===== config.mk =====
export PLATFORM = sky130hd
export DESIGN_NAME = psq_sequencer
export DESIGN_NICKNAME = d
export VERILOG_FILES = /design/src/psq_sequencer.v
export VERILOG_INCLUDE_DIRS = /design/src
export SDC_FILE = /design/constraint.sdc
export NUM_CORES = 1
export LEC_CHECK = 0
export ABC_CLOCK_PERIOD_IN_PS = 5530
export BUFFER_PORTS_ARGS = -buffer_cell sky130_fd_sc_hd__buf_2
export CORE_MARGIN = 5
export CORE_UTILIZATION = 55
export DETAILED_ROUTE_END_ITERATION = 8
export GPL_ROUTABILITY_DRIVEN = 1
export PLACE_DENSITY_LB_ADDON = 0.25
export SYNTH_ARGS = -nofsm -noshare
export SYNTH_HDL_FRONTEND = slang
export SYNTH_SLANG_ARGS = --single-unit

===== constraint.sdc =====
create_clock -name pclk -period 5.53 [get_ports pclk]
set_input_delay 0.553 -clock pclk [delete_from_list [all_inputs] [get_ports pclk]]
set_output_delay 0.553 -clock pclk [all_outputs]
set_load 0.01 [all_outputs]

===== src/psq_map.vh =====
// register offsets, field layouts, reset values and timing constants of the program sequencer
`ifndef PSQ_MAP_VH
`define PSQ_MAP_VH

// =====================================================
// apb register map (byte addresses)
`define PSQ_OFF_PCL 12'h000
`define PSQ_OFF_CTRL 12'h004
`define PSQ_OFF_STAT 12'h008
`define PSQ_OFF_ALU 12'h00C
`define PSQ_OFF_IR 12'h010

// =====================================================
// control register fields
`define PSQ_CTRL_RUN 0
`define PSQ_CTRL_IRQ_EN 1

// =====================================================
// widths, vectors and reset values
`define PSQ_PC_W 13
`define PSQ_PCH_W 5
`define PSQ_VEC_RESET 13'h0000
`define PSQ_VEC_IRQ 13'h0004
`define PSQ_STACK_DEPTH 8
`define PSQ_CTRL_RST 2'h0

// =====================================================
// instruction decode: opcode in bits 15:13
`define PSQ_OP_ALU 3'h0
`define PSQ_OP_JMP 3'h1
`define PSQ_OP_CALL 3'h2
`define PSQ_OP_RET 3'h3
`define PSQ_OP_RETURN_FROM_INTERRUPT 3'h4
`define PSQ_OP_SKZ 3'h5
`define PSQ_OP_WPCL 3'h6
`define PSQ_OP_EXT 3'h7

// alu function in bits 12:10
`define PSQ_FN_ADD 3'h0
`define PSQ_FN_SUB 3'h1
`define PSQ_FN_AND 3'h2
`define PSQ_FN_OR 3'h3
`define PSQ_FN_XOR 3'h4
`define PSQ_FN_RL 3'h5
`define PSQ_FN_INC 3'h6
`define PSQ_FN_DEC 3'h7

// =====================================================
// timing
`define PSQ_PHASES 4
`define PSQ_CLK_NS 10
`endif


===== src/psq_sequencer.v =====
// program sequencer core: phases, pc, return stack, alu status, apb slave
// Behaviour
// RULE1: system clock split into four phases; four phases form one instruction cycle
// RULE2: pc increments and next word is fetched at start of phase one
// RULE3: fetch overlaps execution; standard one cycle, extended two; an extended instruction here takes three, a held second cycle then a dummy
// RULE4: jumps and calls cost one extra instruction cycle
// RULE5: met skip discards prefetched word and runs a dummy cycle
// RULE6: pc is 13 bits, 5 high and 8 low; only low byte addressable
// RULE7: jumps, calls, interrupts and reset load a target into pc
// RULE8: pc low byte read/write; write jumps within current 256-word page
// RULE9: pc low byte write inserts a dummy cycle for prefetch
// RULE10: return stack holds 8 pc values; not software visible
// RULE11: call or interrupt acknowledge pushes pc; returns pop it
// RULE12: after reset stack pointer indicates top of stack
// RULE13: stack full holds interrupt pending until a return frees a level
// RULE14: call on full stack overflows, losing oldest saved pc
// RULE15: 8-bit alu does arithmetic, logic, rotate, inc, dec, branch decisions
// RULE16: status register updated with carry, borrow and zero after alu ops
// RULE17: program memory 8K x 16 addressed by pc; tables use a separate pointer
// RULE18: after reset execution starts at the reset vector
// RULE19: a return pop moves the pointer and clears the full condition
`include "psq_map.vh"

module psq_sequencer #(
  parameter PC_W = `PSQ_PC_W,
  parameter DEPTH = `PSQ_STACK_DEPTH
) (
  input wire pclk,
  input wire presetn,
  input wire psel,
  input wire penable,
  input wire pwrite,
  input wire [11:0] paddr,
  input wire [31:0] pwdata,
  output reg [31:0] prdata,
  output reg pready,
  output reg pslverr,
  input wire [15:0] pmem_rdata,
  output reg [PC_W-1:0] pmem_addr,
  output reg pmem_rd,
  input wire irq_req,
  output reg irq_ack,
  output reg [1:0] cycle_phases,
  output reg stack_full
);

  // =====================================================
  // state
  reg [1:0] phase_r;
  // RULE6: 13-bit pc, only the low byte is software visible
  reg [PC_W-1:0] pc_r;
  reg [15:0] ir_r;
  reg ir_valid_r;
  reg dummy_r;
  reg ext_wait_r;
  // RULE10: eight pc slots, no register path to them
  reg [PC_W-1:0] stack_r [0:DEPTH-1];
  reg [3:0] sp_r;
  reg [7:0] acc_r;
  reg [3:0] status_r;
  reg [1:0] ctrl_r;
  reg irq_pend_r;
  reg apb_wpcl_r;
  reg [7:0] apb_pcl_r;
  integer i;

  wire run = ctrl_r[`PSQ_CTRL_RUN];
  wire full = (sp_r == DEPTH);
  wire [2:0] op = ir_r[15:13];
  wire [2:0] fn = ir_r[12:10];
  wire [7:0] imm = ir_r[7:0];
  localparam PH_FIRST = 2'd0;
  localparam PH_LAST = 2'd3;
  wire t1 = (phase_r == PH_FIRST);
  wire t4 = (phase_r == PH_LAST);
  // a phase-one edge fetches only when memory was strobed for it, which also
  // keeps the first edge after start from latching an unread bus
  wire fetch = run && t1 && pmem_rd;

  // =====================================================
  // alu: result in bits 7:0, carry in bit 8
  function [8:0] alu_f;
    input [2:0] f;
    input [7:0] a;
    input [7:0] b;
    begin
      case (f)
        `PSQ_FN_ADD: alu_f = {1'b0, a} + {1'b0, b};
        `PSQ_FN_SUB: alu_f = {1'b0, a} + {1'b0, ~b} + 9'h001;
        `PSQ_FN_AND: alu_f = {1'b0, a & b};
        `PSQ_FN_OR: alu_f = {1'b0, a | b};
        `PSQ_FN_XOR: alu_f = {1'b0, a ^ b};
        `PSQ_FN_RL: alu_f = {a[7], a[6:0], a[7]};
        `PSQ_FN_INC: alu_f = {1'b0, a} + 9'h001;
        `PSQ_FN_DEC: alu_f = {1'b0, a} + 9'h1FF;
        default: alu_f = 9'h000;
      endcase
    end
  endfunction

  // =====================================================
  // helpers shared by the sequencer and the register bus

  // two's complement overflow; logic and rotate never overflow
  function ovf_f;
    input [2:0] f;
    input [7:0] a;
    input [7:0] b;
    input [7:0] r;
    begin
      case (f)
        `PSQ_FN_ADD: ovf_f = (a[7] == b[7]) && (r[7] != a[7]);
        `PSQ_FN_SUB: ovf_f = (a[7] != b[7]) && (r[7] != a[7]);
        `PSQ_FN_INC: ovf_f = (a == 8'h7F);
        `PSQ_FN_DEC: ovf_f = (a == 8'h80);
        default: ovf_f = 1'b0;
      endcase
    end
  endfunction

  // page-local target: the high pc bits are kept, only the low byte moves
  function [PC_W-1:0] page_f;
    input [PC_W-1:0] pc;
    input [7:0] lo;
    begin
      page_f = {pc[PC_W-1:8], lo};
    end
  endfunction

  // slot of the newest entry; a full pointer of eight wraps to slot seven
  function [2:0] top_f;
    input [3:0] sp;
    begin
      top_f = sp[2:0] - 3'd1;
    end
  endfunction

  // next sequential address; wraps at the top of program memory
  function [PC_W-1:0] inc_f;
    input [PC_W-1:0] pc;
    begin
      inc_f = pc + 1'b1;
    end
  endfunction

  // mapped word offsets; everything else answers with an error
  function hit_f;
    input [11:0] a;
    begin
      case (a)
        `PSQ_OFF_PCL, `PSQ_OFF_CTRL, `PSQ_OFF_STAT, `PSQ_OFF_ALU, `PSQ_OFF_IR: hit_f = 1'b1;
        default: hit_f = 1'b0;
      endcase
    end
  endfunction

  wire [8:0] alu_res = alu_f(fn, acc_r, imm);

  // =====================================================
  // alu status flags
  // RULE16: flags from the alu result
  wire alu_carry = alu_res[8];
  wire alu_sign = alu_res[7];
  wire alu_zero = (alu_res[7:0] == 8'h00);
  wire alu_ovf = ovf_f(fn, acc_r, imm, alu_res[7:0]);
  // skip when the tested value is zero
  wire skip_met = (acc_r == 8'h00);
  wire take_irq = irq_pend_r && ctrl_r[`PSQ_CTRL_IRQ_EN] && !full;
  // taken only at a fetch edge that no pc write or second cycle claims
  wire irq_go = fetch && !apb_wpcl_r && !ext_wait_r && take_irq && !dummy_r;

  // =====================================================
  // apb slave: zero wait states
  wire apb_acc = psel && penable;
  wire apb_wr = apb_acc && pwrite;
  wire apb_map = hit_f(paddr);
  wire apb_setup = psel && !penable;
  // write strobes land in the access cycle, when pready is already high
  wire wr_ctrl = apb_wr && (paddr == `PSQ_OFF_CTRL);
  wire wr_pcl = apb_wr && (paddr == `PSQ_OFF_PCL);
  reg [31:0] rd_nxt;

  always @* begin
    rd_nxt = 32'h0000_0000;
    case (paddr)
      // RULE8: low byte readable
      `PSQ_OFF_PCL: rd_nxt = {24'h000000, pc_r[7:0]};
      `PSQ_OFF_CTRL: rd_nxt = {30'h0, ctrl_r};
      `PSQ_OFF_STAT: rd_nxt = {26'h0, irq_pend_r, full, status_r};
      `PSQ_OFF_ALU: rd_nxt = {24'h000000, acc_r};
      `PSQ_OFF_IR: rd_nxt = {16'h0000, ir_r};
      default: rd_nxt = 32'h0000_0000;
    endcase
  end

  always @(posedge pclk or negedge presetn) begin
    if (!presetn) begin
      prdata <= 32'h0000_0000;
      pready <= 1'b0;
      pslverr <= 1'b0;
    end else begin
      // answer one cycle after setup, so the access never waits
      pready <= apb_setup;
      pslverr <= apb_setup && !apb_map;
      prdata <= (apb_setup && !pwrite) ? rd_nxt : 32'h0000_0000;
    end
  end

  // =====================================================
  // control and pc low byte writes
  always @(posedge pclk or negedge presetn) begin
    if (!presetn) begin
      ctrl_r <= `PSQ_CTRL_RST;
    end else if (wr_ctrl) begin
      ctrl_r <= pwdata[1:0];
    end
  end

  // held until the next fetch edge consumes it, so a write made while the
  // core is halted still takes effect once it runs
  always @(posedge pclk or negedge presetn) begin
    if (!presetn) begin
      apb_wpcl_r <= 1'b0;
      apb_pcl_r <= 8'h00;
    end else if (wr_pcl) begin
      // RULE9: byte waits for the next fetch edge
      apb_wpcl_r <= 1'b1;
      apb_pcl_r <= pwdata[7:0];
    end else if (fetch) begin
      apb_wpcl_r <= 1'b0;
    end
  end

  // =====================================================
  // phase counter: halted, the core holds the phase it was in
  always @(posedge pclk or negedge presetn) begin
    if (!presetn) begin
      phase_r <= 2'd0;
      cycle_phases <= 2'd0;
    end else if (run) begin
      // RULE1: four phases per instruction cycle
      phase_r <= phase_r + 2'd1;
      cycle_phases <= phase_r + 2'd1;
    end
  end

  // =====================================================
  // interrupt pending: a new request in the taking cycle keeps it set
  // RULE13: flag recorded even while the stack is full
  always @(posedge pclk or negedge presetn) begin
    if (!presetn) begin
      irq_pend_r <= 1'b0;
    end else if (irq_req) begin
      irq_pend_r <= 1'b1;
    end else if (irq_go) begin
      irq_pend_r <= 1'b0;
    end
  end

  // =====================================================
  // sequencer
  always @(posedge pclk or negedge presetn) begin
    if (!presetn) begin
      // RULE18: reset vector
      pc_r <= `PSQ_VEC_RESET;
      pmem_addr <= `PSQ_VEC_RESET;
      pmem_rd <= 1'b0;
      ir_r <= 16'h0000;
      ir_valid_r <= 1'b0;
      dummy_r <= 1'b0;
      ext_wait_r <= 1'b0;
      // RULE12: empty stack on reset
      sp_r <= 4'd0;
      acc_r <= 8'h00;
      status_r <= 4'h0;
      irq_ack <= 1'b0;
      stack_full <= 1'b0;
      for (i = 0; i < DEPTH; i = i + 1)
        stack_r[i] <= {PC_W{1'b0}};
    end else begin
      irq_ack <= 1'b0;
      stack_full <= full;
      pmem_rd <= run && t4;
      if (fetch) begin
        // RULE2: fetch and increment at start of phase one
        // RULE3: fetched word executes during next cycle
        // RULE17: program word addressed by the pc
        ir_r <= pmem_rdata;
        ir_valid_r <= 1'b1;
        pc_r <= inc_f(pc_r);
        pmem_addr <= inc_f(pc_r);
        dummy_r <= 1'b0;
        if (apb_wpcl_r) begin
          // RULE8: page-local jump, high bits kept
          // RULE9: dummy cycle while new target prefetched
          pc_r <= page_f(pc_r, apb_pcl_r);
          pmem_addr <= page_f(pc_r, apb_pcl_r);
          dummy_r <= 1'b1;
        end else if (ext_wait_r) begin
          // second cycle of an extended instruction
          ext_wait_r <= 1'b0;
          pc_r <= pc_r;
          pmem_addr <= pc_r;
          dummy_r <= 1'b1;
        end else if (take_irq && !dummy_r) begin
          // RULE11: interrupt acknowledge pushes pc
          // RULE7: load interrupt vector
          stack_r[sp_r[2:0]] <= pc_r - 1'b1;
          sp_r <= sp_r + 4'd1;
          irq_ack <= 1'b1;
          pc_r <= `PSQ_VEC_IRQ;
          pmem_addr <= `PSQ_VEC_IRQ;
          dummy_r <= 1'b1;
        end else if (ir_valid_r && !dummy_r) begin
          case (op)
            `PSQ_OP_ALU: begin
              // RULE15: 8-bit alu result to accumulator
              acc_r <= alu_res[7:0];
              // RULE16: status: zero, carry/borrow, sign, overflow
              status_r <= {alu_ovf, alu_sign, alu_carry, alu_zero};
            end
            `PSQ_OP_JMP: begin
              // RULE4: branch costs a dummy cycle
              // RULE7: target loaded, not incremented
              pc_r <= ir_r[PC_W-1:0];
              pmem_addr <= ir_r[PC_W-1:0];
              dummy_r <= 1'b1;
            end
            `PSQ_OP_CALL: begin
              // RULE11: push return address
              // RULE14: full stack overflows, oldest entry lost
              if (full) begin
                for (i = 0; i < DEPTH - 1; i = i + 1)
                  stack_r[i] <= stack_r[i+1];
                stack_r[DEPTH-1] <= pc_r;
              end else begin
                stack_r[sp_r[2:0]] <= pc_r;
                sp_r <= sp_r + 4'd1;
              end
              pc_r <= ir_r[PC_W-1:0];
              pmem_addr <= ir_r[PC_W-1:0];
              dummy_r <= 1'b1;
            end
            `PSQ_OP_RET, `PSQ_OP_RETURN_FROM_INTERRUPT: begin
              // RULE11: restore pc from stack
              // RULE19: pop frees a level, clearing full
              if (sp_r != 4'd0) begin
                pc_r <= stack_r[top_f(sp_r)];
                pmem_addr <= stack_r[top_f(sp_r)];
                sp_r <= sp_r - 4'd1;
              end
              dummy_r <= 1'b1;
            end
            `PSQ_OP_SKZ: begin
              // RULE5: discard prefetched word
              if (skip_met)
                dummy_r <= 1'b1;
            end
            `PSQ_OP_WPCL: begin
              // RULE8: software write of pc low byte
              // RULE9: dummy cycle for the prefetch
              pc_r <= page_f(pc_r, imm);
              pmem_addr <= page_f(pc_r, imm);
              dummy_r <= 1'b1;
            end
            `PSQ_OP_EXT: begin
              // RULE3: extended instructions hold for a second cycle
              ext_wait_r <= 1'b1;
              pc_r <= pc_r;
              pmem_addr <= pc_r;
            end
            default: acc_r <= acc_r;
          endcase
        end
      end
    end
  end

endmodule


==> summary by stage, run 1 <==
Run
The number of violations of the max-capacitance limit is 0.

Logic synthesis
The count of flip-flops with a built-in enable after synthesis is 0. The portion of synthesized cell area occupied by the leading cell type is 40.4%. The number of distinct library cells after synthesis is 75. The mapped netlist covers 11500 um^2.

Ranked by total cell area, the synthesized netlist is headed by dfrtp_1 (40%), o21ai_0 (6.0%), nand2_1 (5.3%). The synthesized netlist devotes between 20% and 30% of its cell area to compound gates. Summed over all instances, the cell type with the most area after synthesis is dfrtp_1. The average instance in the mapped netlist occupies just over 9 um^2. The xor and xnor fraction of the mapped netlist area is 2.74%.

The share of flip-flops with an asynchronous set or reset is 100%. The register area share after synthesis is around two fifths. The simple-gate share of the synthesized area is around 15%. The most used flip-flop cell after synthesis is dfrtp_1.

The total of flip-flops plus latches after synthesis is 186. The synthesized netlist devotes under 10% of its cell area to adder and majority cells. Synthesis produced a netlist whose cell count is between 1000 and 1500.

The multiplexer share of the synthesized area is ~8.2%. Yosys printed 0 warnings. The main combinational cell family by area after synthesis is compound AO/OA/AOI/OAI gates.

GRT
Global routing used roughly 44% of the available met2 tracks. In this run the most used layer during global routing was met2. Global routing consumed, on the met1 layer, a little under two fifths of the routing resources. The number of global-route vias before repair came to between 9000 and 10000.

Entering global routing, the biggest net connects 91 pins. After global routing the overflow that remains totals 0. The global-route wire length before repair is around 53 mm.

The overall fraction of global-route tracks in use is 27.7%. For this run, global-route usage on met3 was measured as under 10%. The initial antenna violation count is 0.

Worst setup path
The setup slack on the worst flop-to-flop path is approximately 1.9 ns. At the worst endpoint, the arrival time is 4.03 ns. STA classifies the critical path startpoint as a flip-flop. The beginning of the worst register-to-register path is ir_r[11].

The endpoint type of the worst setup path is a flip-flop. The class of the most critical setup path is reg -> reg. The end of the worst register-to-register path is status_r[0].

The worst endpoint required time is just under 6 ns. The maximum fanout along the worst path is 17. The depth of the worst register-to-register path is 12.

Detailed routing
For this block, the via count after detailed routing is around 10000. Once detail routing completed, the nets flagged for antenna violations numbered 0. The first detailed-routing pass took 7 iterations. After detailed routing, the number of vias per cell comes to between 6 and 7. In the final routed layout, each cell accounts on average for between 20 and 25 um. For this block, the routed nets add up to between 30 and 40 mm of wire. The number of DRC markers after the initial detailed-route iteration is ~1100. The remaining design rule violation count is 0.

Cells and area
0 antenna diodes ended up in the layout. The synthesis-to-finish area growth is 10.0%. The post-route netlist has about 16% of its cells at a drive strength greater than 1. At the end of the flow, the number of nets in the layout was about 1400.

Timing
Between clock sinks in the finished design, the worst skew comes to between 0.01 and 0.015 ns. The setup TNS is 0 ns. The routed design could run at a clock period as short as around 3.7 ns. Setup repair after global routing left no endpoint under its margin. The setup violation total in the final timing report is 0.

The final number of hold-violating endpoints is 0. The headroom to the max-slew limit is between 20% and 30%. The number of slew-limit violations in the final report is 0. At the pin with the least slew margin, the transition time is roughly 1.1 ns. Hold timing on the final database bottoms out at a slack of around 0.12 ns. Derived from the worst setup path, the maximum achievable clock frequency is ~270 MHz. The final critical path takes up 66.3% of the cycle.

Status
The run finished with clean final reports.

Placed design
Routability-driven placement finished with a final weighted congestion of 0.936. The detailed placement HPWL is 23.4 mm. Buffers placed on the I/O ports in this run total 77.

Clock network
After clock tree synthesis, the repair step resized 0 gates. The library cell used as clock root buffer is clkbuf_16. The total CTS buffers is 17. The clock insertion delay at the later pin of the skew report is around 0.44 ns. Clock tree synthesis found a total of roughly 190 sinks. The TritonCTS clock tree is built.

After clock tree synthesis, the setup repair step added 0 buffers. The hold buffer count at CTS is 0. Clock-pin slew was measured on the worst setup and hold paths at roughly 0.08 ns. The H-tree was split into 4 levels. The longest clock path from root to sink contains 2 buffers.

Power
Across the VDD grid, the largest voltage drop is 203 uV. The power per standard cell area is between 200 and 250 nW/um^2. The design draws roughly 2700 uW. The leakage power is around 0.0057 uW.

Floorplanning
The initial utilization of the core area, before any placement, comes to 55.4%. The number of cell rows is 53. During I/O placement, the number of pins put on the boundary was roughly 120.

The region available for standard cell placement spans 20800 um^2. The die is between 150 and 200 um tall. The area of the die is 24000 um^2. The horizontal die dimension is between 150 and 200 um.

Hold path
The tightest min-delay check is of the in -> async type.
==> cells by family (layout without fill, tap and decap cells) <==
family | after synthesis | count (layout)
compound gates | 405 | 405
mux | 60 | 60
simple gates | 360 | 360
xor+xnor | 36 | 36
other cells | 1 | 16
flops | 186 | 186
fa+ha+maj | 45 | 45
buf+inv | 155 | 190
==> worst max path at each step <==
stage / from / depth (start not counted) / end / slack (ns)
after floorplan: sp_r[0] / 11 / pc_r[12] / 2.68
after global placement: ir_r[11] / 12 / status_r[0] / 2.01
after detailed placement: ir_r[11] / 12 / status_r[0] / 2.00
after CTS: ir_r[11] / 12 / status_r[0] / 1.94
after global routing: sp_r[1] / 9 / stack_r[37] / 1.70
final: ir_r[11] / 12 / status_r[0] / 1.87
==> final cells by class <==
| type | count | area, um^2 |
|---|---|---|
| multi-input cells | 922 | 6260 |
| flip-flops and latches | 186 | 4660 |
| clock buffers | 17 | 425 |
| fillers | 1750 | 8140 |
| well taps | 275 | 344 |
| clock inverters | 15 | 183 |
| inverters | 51 | 191 |
| repair buffers | 107 | 619 |
==> cells in the mapped netlist, types with 15 or more instances <==
| cell | number |
|---|---|
| a22o_1 | 16 |
| mux4_2 | 26 |
| dfrtp_1 | 186 |
| xor2_1 | 16 |
| nand2_1 | 164 |
| buf_4 | 17 |
| and3_1 | 25 |
| a21oi_1 | 67 |
| inv_1 | 48 |
| nor2_1 | 55 |
| mux2_2 | 20 |
| buf_2 | 15 |
| a32oi_1 | 17 |
| ha_1 | 43 |
| a22oi_1 | 62 |
| xnor2_1 | 20 |
| nand3_1 | 29 |
| clkbuf_1 | 67 |
| o21ai_0 | 138 |
==> through the flow <==
stage,cell area [um^2],worst slack [ns],utilization (%),cells
global placement,12100,2.01,58.0,1541
finish,12700,1.87,60.9,1573
CTS,12700,1.94,60.9,1573
global route,12700,1.70,60.9,1573
detailed placement,12100,2.00,58.0,1541
floorplan,11600,2.68,-,1263
==> cell usage in the layout (no fill, tap or decap), types with 5 or more instances in the layout <==
cell,n
a21oi_1,66
a221oi_1,7
a222oi_1,14
a22o_1,16
a22oi_1,62
a31oi_1,10
a32oi_1,17
and2_1,6
and3_1,25
buf_2,76
buf_4,30
clkbuf_16,17
conb_1,16
dfrtp_1,185
ha_1,43
inv_1,48
mux2_2,20
mux2i_1,14
mux4_2,26
nand2_1,164
nand2b_1,13
nand3_1,29
nor2_1,55
nor2b_1,5
nor3_1,14
o211ai_1,14
o21ai_0,138
o21ai_1,13
o21bai_1,6
o22ai_1,6
o31ai_1,8
or3_1,13
xnor2_1,20
xor2_1,16
==> state kept, by name, indices dropped and copies added, names as in the netlist, 4 cells and up <==
| name | count |
|---|---|
| acc_r | 7 |
| apb_pcl_r | 8 |
| ir_r | 16 |
| pc_r | 13 |
| prdata | 16 |
| sp_r | 4 |
| stack_r | 104 |
| status_r | 4 |
==> worst max-delay path: stages, from the launching register on <==
cell	delay (ns)
dfrtp_1	0.34
buf_4	0.23
ha_1	0.39
nand4_1	0.43
o21ai_0	0.30
ha_1	0.29
and3_1	0.20
or3_1	0.36
a21oi_1	0.15
o22ai_1	0.11
nand4b_1	0.25
nor4_1	0.35
a22o_1	0.18
==> layer usage <==
| layer | up-vias | wire length, um | share of wire [%] |
|---|---|---|---|
| met2 | 452 | 15600 | 47 |
| met4 | 0 | 988 | 3.0 |
| met1 | 4905 | 13800 | 42 |
| met5 | - | 0 | 0 |
| li1 | 4600 | - | - |
| met3 | 79 | 2730 | 8.3 |
==> where the power goes <==
| group | leakage, uW | internal, uW | switching, uW |
|---|---|---|---|
| Sequential | 0.00250 | 1360 | 0.519 |
| Clock | 0.000293 | 685 | 595 |
| Combinational | 0.00289 | 14.2 | 39.8 |
Power figures use the tool's default switching activity.
==> run 2, diff against run 1 <==
--- a/config.mk
+++ b/config.mk
@@ -6,7 +6,8 @@
 export SDC_FILE = /design/constraint.sdc
 export NUM_CORES = 1
 export LEC_CHECK = 0
-export ABC_CLOCK_PERIOD_IN_PS = 5530
+export ABC_AREA = 1
+export ABC_CLOCK_PERIOD_IN_PS = 3850
 export BUFFER_PORTS_ARGS = -buffer_cell sky130_fd_sc_hd__buf_2
 export CORE_MARGIN = 5
 export CORE_UTILIZATION = 55
==> constraint.sdc (replaced) <==
create_clock -name pclk -period 3.85 [get_ports pclk]
set_input_delay 0.385 -clock pclk [delete_from_list [all_inputs] [get_ports pclk]]
set_output_delay 0.385 -clock pclk [all_outputs]
set_load 0.01 [all_outputs]
==> summary by stage, run 2 <==
Timing
The number of slew-limit violations in the final report is 0 (unchanged). The post-route worst hold slack is -0.0275 ns (was 0.120 ns). The setup violation total in the final timing report came to 0 (unchanged). The slew at the pin with the worst max-slew slack is 0.965 ns (was 1.14 ns). The final number of hold-violating endpoints came to 12 (was 0). The headroom to the max-slew limit is 35.5% (was 24.2%). The worst clock skew on the final layout is 0.0136 ns (was 0.0147 ns). Unrepaired setup endpoints after global routing: false (unchanged). The setup TNS was 0 ns (unchanged). The part of the cycle the worst path needs is 79.9% (was 66.3%).

The post-route minimum period was 3.07 ns (was 3.66 ns). The maximum clock frequency is 325 MHz (was 273 MHz).

Logic synthesis
The share of flip-flops with an asynchronous set or reset is 100% (unchanged). The count of flip-flops with a built-in enable after synthesis is 0 (unchanged). The count of yosys warnings during synthesis came to 0 (unchanged).

The cell taking the most area after synthesis is dfrtp_1 (unchanged). The portion of synthesized cell area occupied by the leading cell type is 36.5% (was 40.4%). Leading post-synthesis cells by cell area: dfrtp_1 (37%), nand2_1 (8.0%), a21oi_1 (6.6%) (was dfrtp_1 (40%), o21ai_0 (6.0%), nand2_1 (5.3%)).

The register area share after synthesis is 36.5% (was 40.4%). The most common flop cell mapped by yosys is dfrtp_1 (unchanged). The number of distinct library cells after synthesis is 59 (was 75). The synthesized instance count is 1658 (was 1248). The total of flip-flops plus latches after synthesis is 186 (unchanged). List of most frequent post-synthesis cells: nand2_1 (271), dfrtp_1 (186), inv_1 (181) (was dfrtp_1 (186), nand2_1 (164), o21ai_0 (138)). The post-synthesis area per instance came to 7.69 um^2 (was 9.24 um^2). The most common cell in the netlist was nand2_1 (was dfrtp_1). The synthesized cell area came to 12800 um^2 (was 11500 um^2).

Clock network
The post-cts resize count was 0 (unchanged). The depth of the CTS H-tree is 4 (unchanged). The total CTS buffers is 17 (unchanged). The TritonCTS clock tree is built (unchanged). The clock insertion delay at the later pin of the skew report came to 0.45 ns (was 0.44 ns).

The hold buffer count at CTS came to 0 (unchanged). The clock-pin transition on the worst setup and hold timing paths was 0.08 ns (about the same). The post-CTS repair timing setup buffer count is 0 (unchanged).

The library cell used as clock root buffer is clkbuf_16 (unchanged). The maximum buffer depth of the clock tree is 2 (unchanged). The number of sinks on the clock net is 186 (unchanged).

Cells and area
The register with the most flip-flops is stack_r (unchanged). The final instance count without filler cells is 1991 (was 1573). The synthesis-to-finish area growth is 7.94% (was 10.0%). The most common cell after layout, fill and taps aside is nand2_1 (was dfrtp_1). The final net count was 1804 (was 1396). The flip-flop count of the largest register after layout is 104 (unchanged). The share of layout cells above drive strength 1 is 11.3% (was 15.7%).

Leading cell types in the layout, fill and taps excluded: nand2_1 (271), dfrtp_1 (185), inv_1 (181), a21oi_1 (167), nand3_1 (129) (was dfrtp_1 (185), nand2_1 (164), o21ai_0 (138), buf_2 (76), a21oi_1 (66)). Largest registers: stack_r x104, ir_r x16, prdata x16 (unchanged). The total inserted antenna cells is 0 (unchanged).

Worst setup path
The worst endpoint required time is 4.18 ns (was 5.90 ns). The endpoint type of the worst setup path is a flip-flop (unchanged). The kind of start point of the critical path is a flip-flop (unchanged). The end of the worst register-to-register path is stack_r[7] (was status_r[0]).

The setup slack on the worst flop-to-flop path is 0.78 ns (was 1.87 ns). The worst path arrival time was 3.40 ns (was 4.03 ns). The depth of the worst register-to-register path is 12 (unchanged). The class of the most critical setup path is reg -> reg (unchanged). The maximum fanout along the worst path was 27 (was 17). The beginning of the worst register-to-register path is sp_r[0] (was ir_r[11]). The capture point of the worst path is stack_r[7] (was status_r[0]).

The launching instance or port of the critical path is sp_r[0] (was ir_r[11]).

GRT
The initial antenna violation count came to 0 (unchanged). The overall fraction of global-route tracks in use is 28.9% (was 27.7%). The global-route wire length before repair came to 61.8 mm (was 53.3 mm). The pin count of the biggest net entering global routing is 107 (was 91). The sum of overflow across all layers after global routing is 0 (unchanged). The number of global-route vias before repair is 11700 (was 9653).

Placed design
The global placement routability congestion is 0.949 (was 0.936). The detailed placement HPWL is 27.7 mm (was 23.4 mm). The number of port buffers came to 77 (unchanged). The total instance count after detailed placement came to 1959 (was 1541).

Detailed routing
The total number of vias was 12000 (was 10000). The average routed wire per standard cell was 19.0 um (was 21.0 um). The number of DRC markers after the initial detailed-route iteration was 1364 (was 1139). The remaining design rule violation count is 0 (unchanged). The routed via count divided by cell count is 6.02 (was 6.38). The number of nets with antenna violations after routing came to 0 (unchanged).

The first-pass iteration count of the detailed router is 6 (was 7). The final routed wirelength across all metal layers came to 37.7 mm (was 33.1 mm).

Status
Result of the run: complete, but fails checks (was complete, no violations). The final reports fail on negative hold slack.

Floorplanning
The horizontal die dimension is 162 um (was 155 um). The initial core utilization is 56.1% (was 55.4%). The area of the die is 26300 um^2 (was 24000 um^2).

The total I/O pin count is 118 (unchanged). The die height is 162 um (was 155 um). The core area is 22700 um^2 (was 20800 um^2). The number of cell rows is 55 (was 53).

Hold path
The type of the worst min-delay path is in -> async (unchanged).

Power
The leakage power was 0.00654 uW (was 0.00569 uW). The power per standard cell area is 282 nW/um^2 (was 213 nW/um^2). The worst voltage drop across the vdd grid was 252 uV (was 203 uV).

Run
The number of violations of the max-capacitance limit is 0 (unchanged).
-- run 2: changes by cell type in the layout (fill, tap and decap cells not counted), sizes merged, moves of 32 or more --
cell   delta
nor2     +95
o21a     +32
a21oi   +100
inv     +150
o22ai    +32
nand3   +103
nand2   +110
-- run 2: layer usage --
| layer | part of all wire, % | global-route usage, % | vias up | routed length, um |
|---|---|---|---|---|
| li1 | - | - | 5699 | - |
| met1 | 42 | 39.8 | 5623 | 15900 |
| met2 | 47 | 46.9 | 578 | 17700 |
| met3 | 8.3 | 4.92 | 76 | 3150 |
| met4 | 2.6 | 8.92 | 0 | 976 |
| met5 | 0 | 0 | - | 0 |
-- run 2: power breakdown --
part           switching, uW  internal, uW
clock                    902           933
sequential             0.706          1950
combinational           63.5          21.8
-- run 2: area by class of cell --
type	instances	area, um^2
clock inverter	15	180
fill	2045	8950
inverter	202	764
sequential	186	4660
timing repair buffer	91	499
tap	285	357
clock buffer	17	425
multi-input combinational	1195	6880
-- run 2: worst max-delay path, cell delays in order, from the launching register on --
cell and delay [ns]:
dfrtp_2 0.67, inv_1 0.12, ha_1 0.30, nand3_4 0.13, inv_4 0.10, nor2_8 0.33
inv_2 0.10, o21ai_4 0.10, nand2_8 0.17, nor2_2 0.45, inv_2 0.23, a21oi_1 0.17
a2bb2oi_1 0.08
-- run 2: worst min path at each step --
stage	endpoint	cells past startpoint
final	stack_r[69]	1
after global routing	stack_r[82]	1
after CTS	stack_r[82]	1
after detailed placement	ir_valid_r	2
after global placement	ir_valid_r	2
after floorplan	acc_r[0]	0
-- run 2: logic make-up (layout without fill, tap and decap cells) --
logic type | count (synthesis) | in the layout | share of synthesized area [%]
AOI/OAI and AO/OA | 480 | 480 | 22.7
xor gates and xnor gates | 25 | 25 | 1.78
adders and majority gates | 45 | 45 | 4.53
buffers and inverters | 292 | 325 | 9.97
DFF | 186 | 186 | 36.5
muxes | 31 | 31 | 2.49
other | 1 | 16 | 0.0294
and+or+nand+nor | 598 | 598 | 22.0
-- run 2: metrics by stage --
stage / worst slack, ns / utilization [%] / total power (uW) / instance area, um^2
final: 0.775 / 60.6 / 3870 / 13800
after CTS: 0.839 / 60.6 / 3890 / 13800
after floorplan: 1.38 / - / 2020 / 12800
after global placement: 0.901 / 57.9 / 2080 / 13200
after global routing: 0.489 / 60.6 / 3980 / 13800
after detailed placement: 0.852 / 57.9 / 2080 / 13200
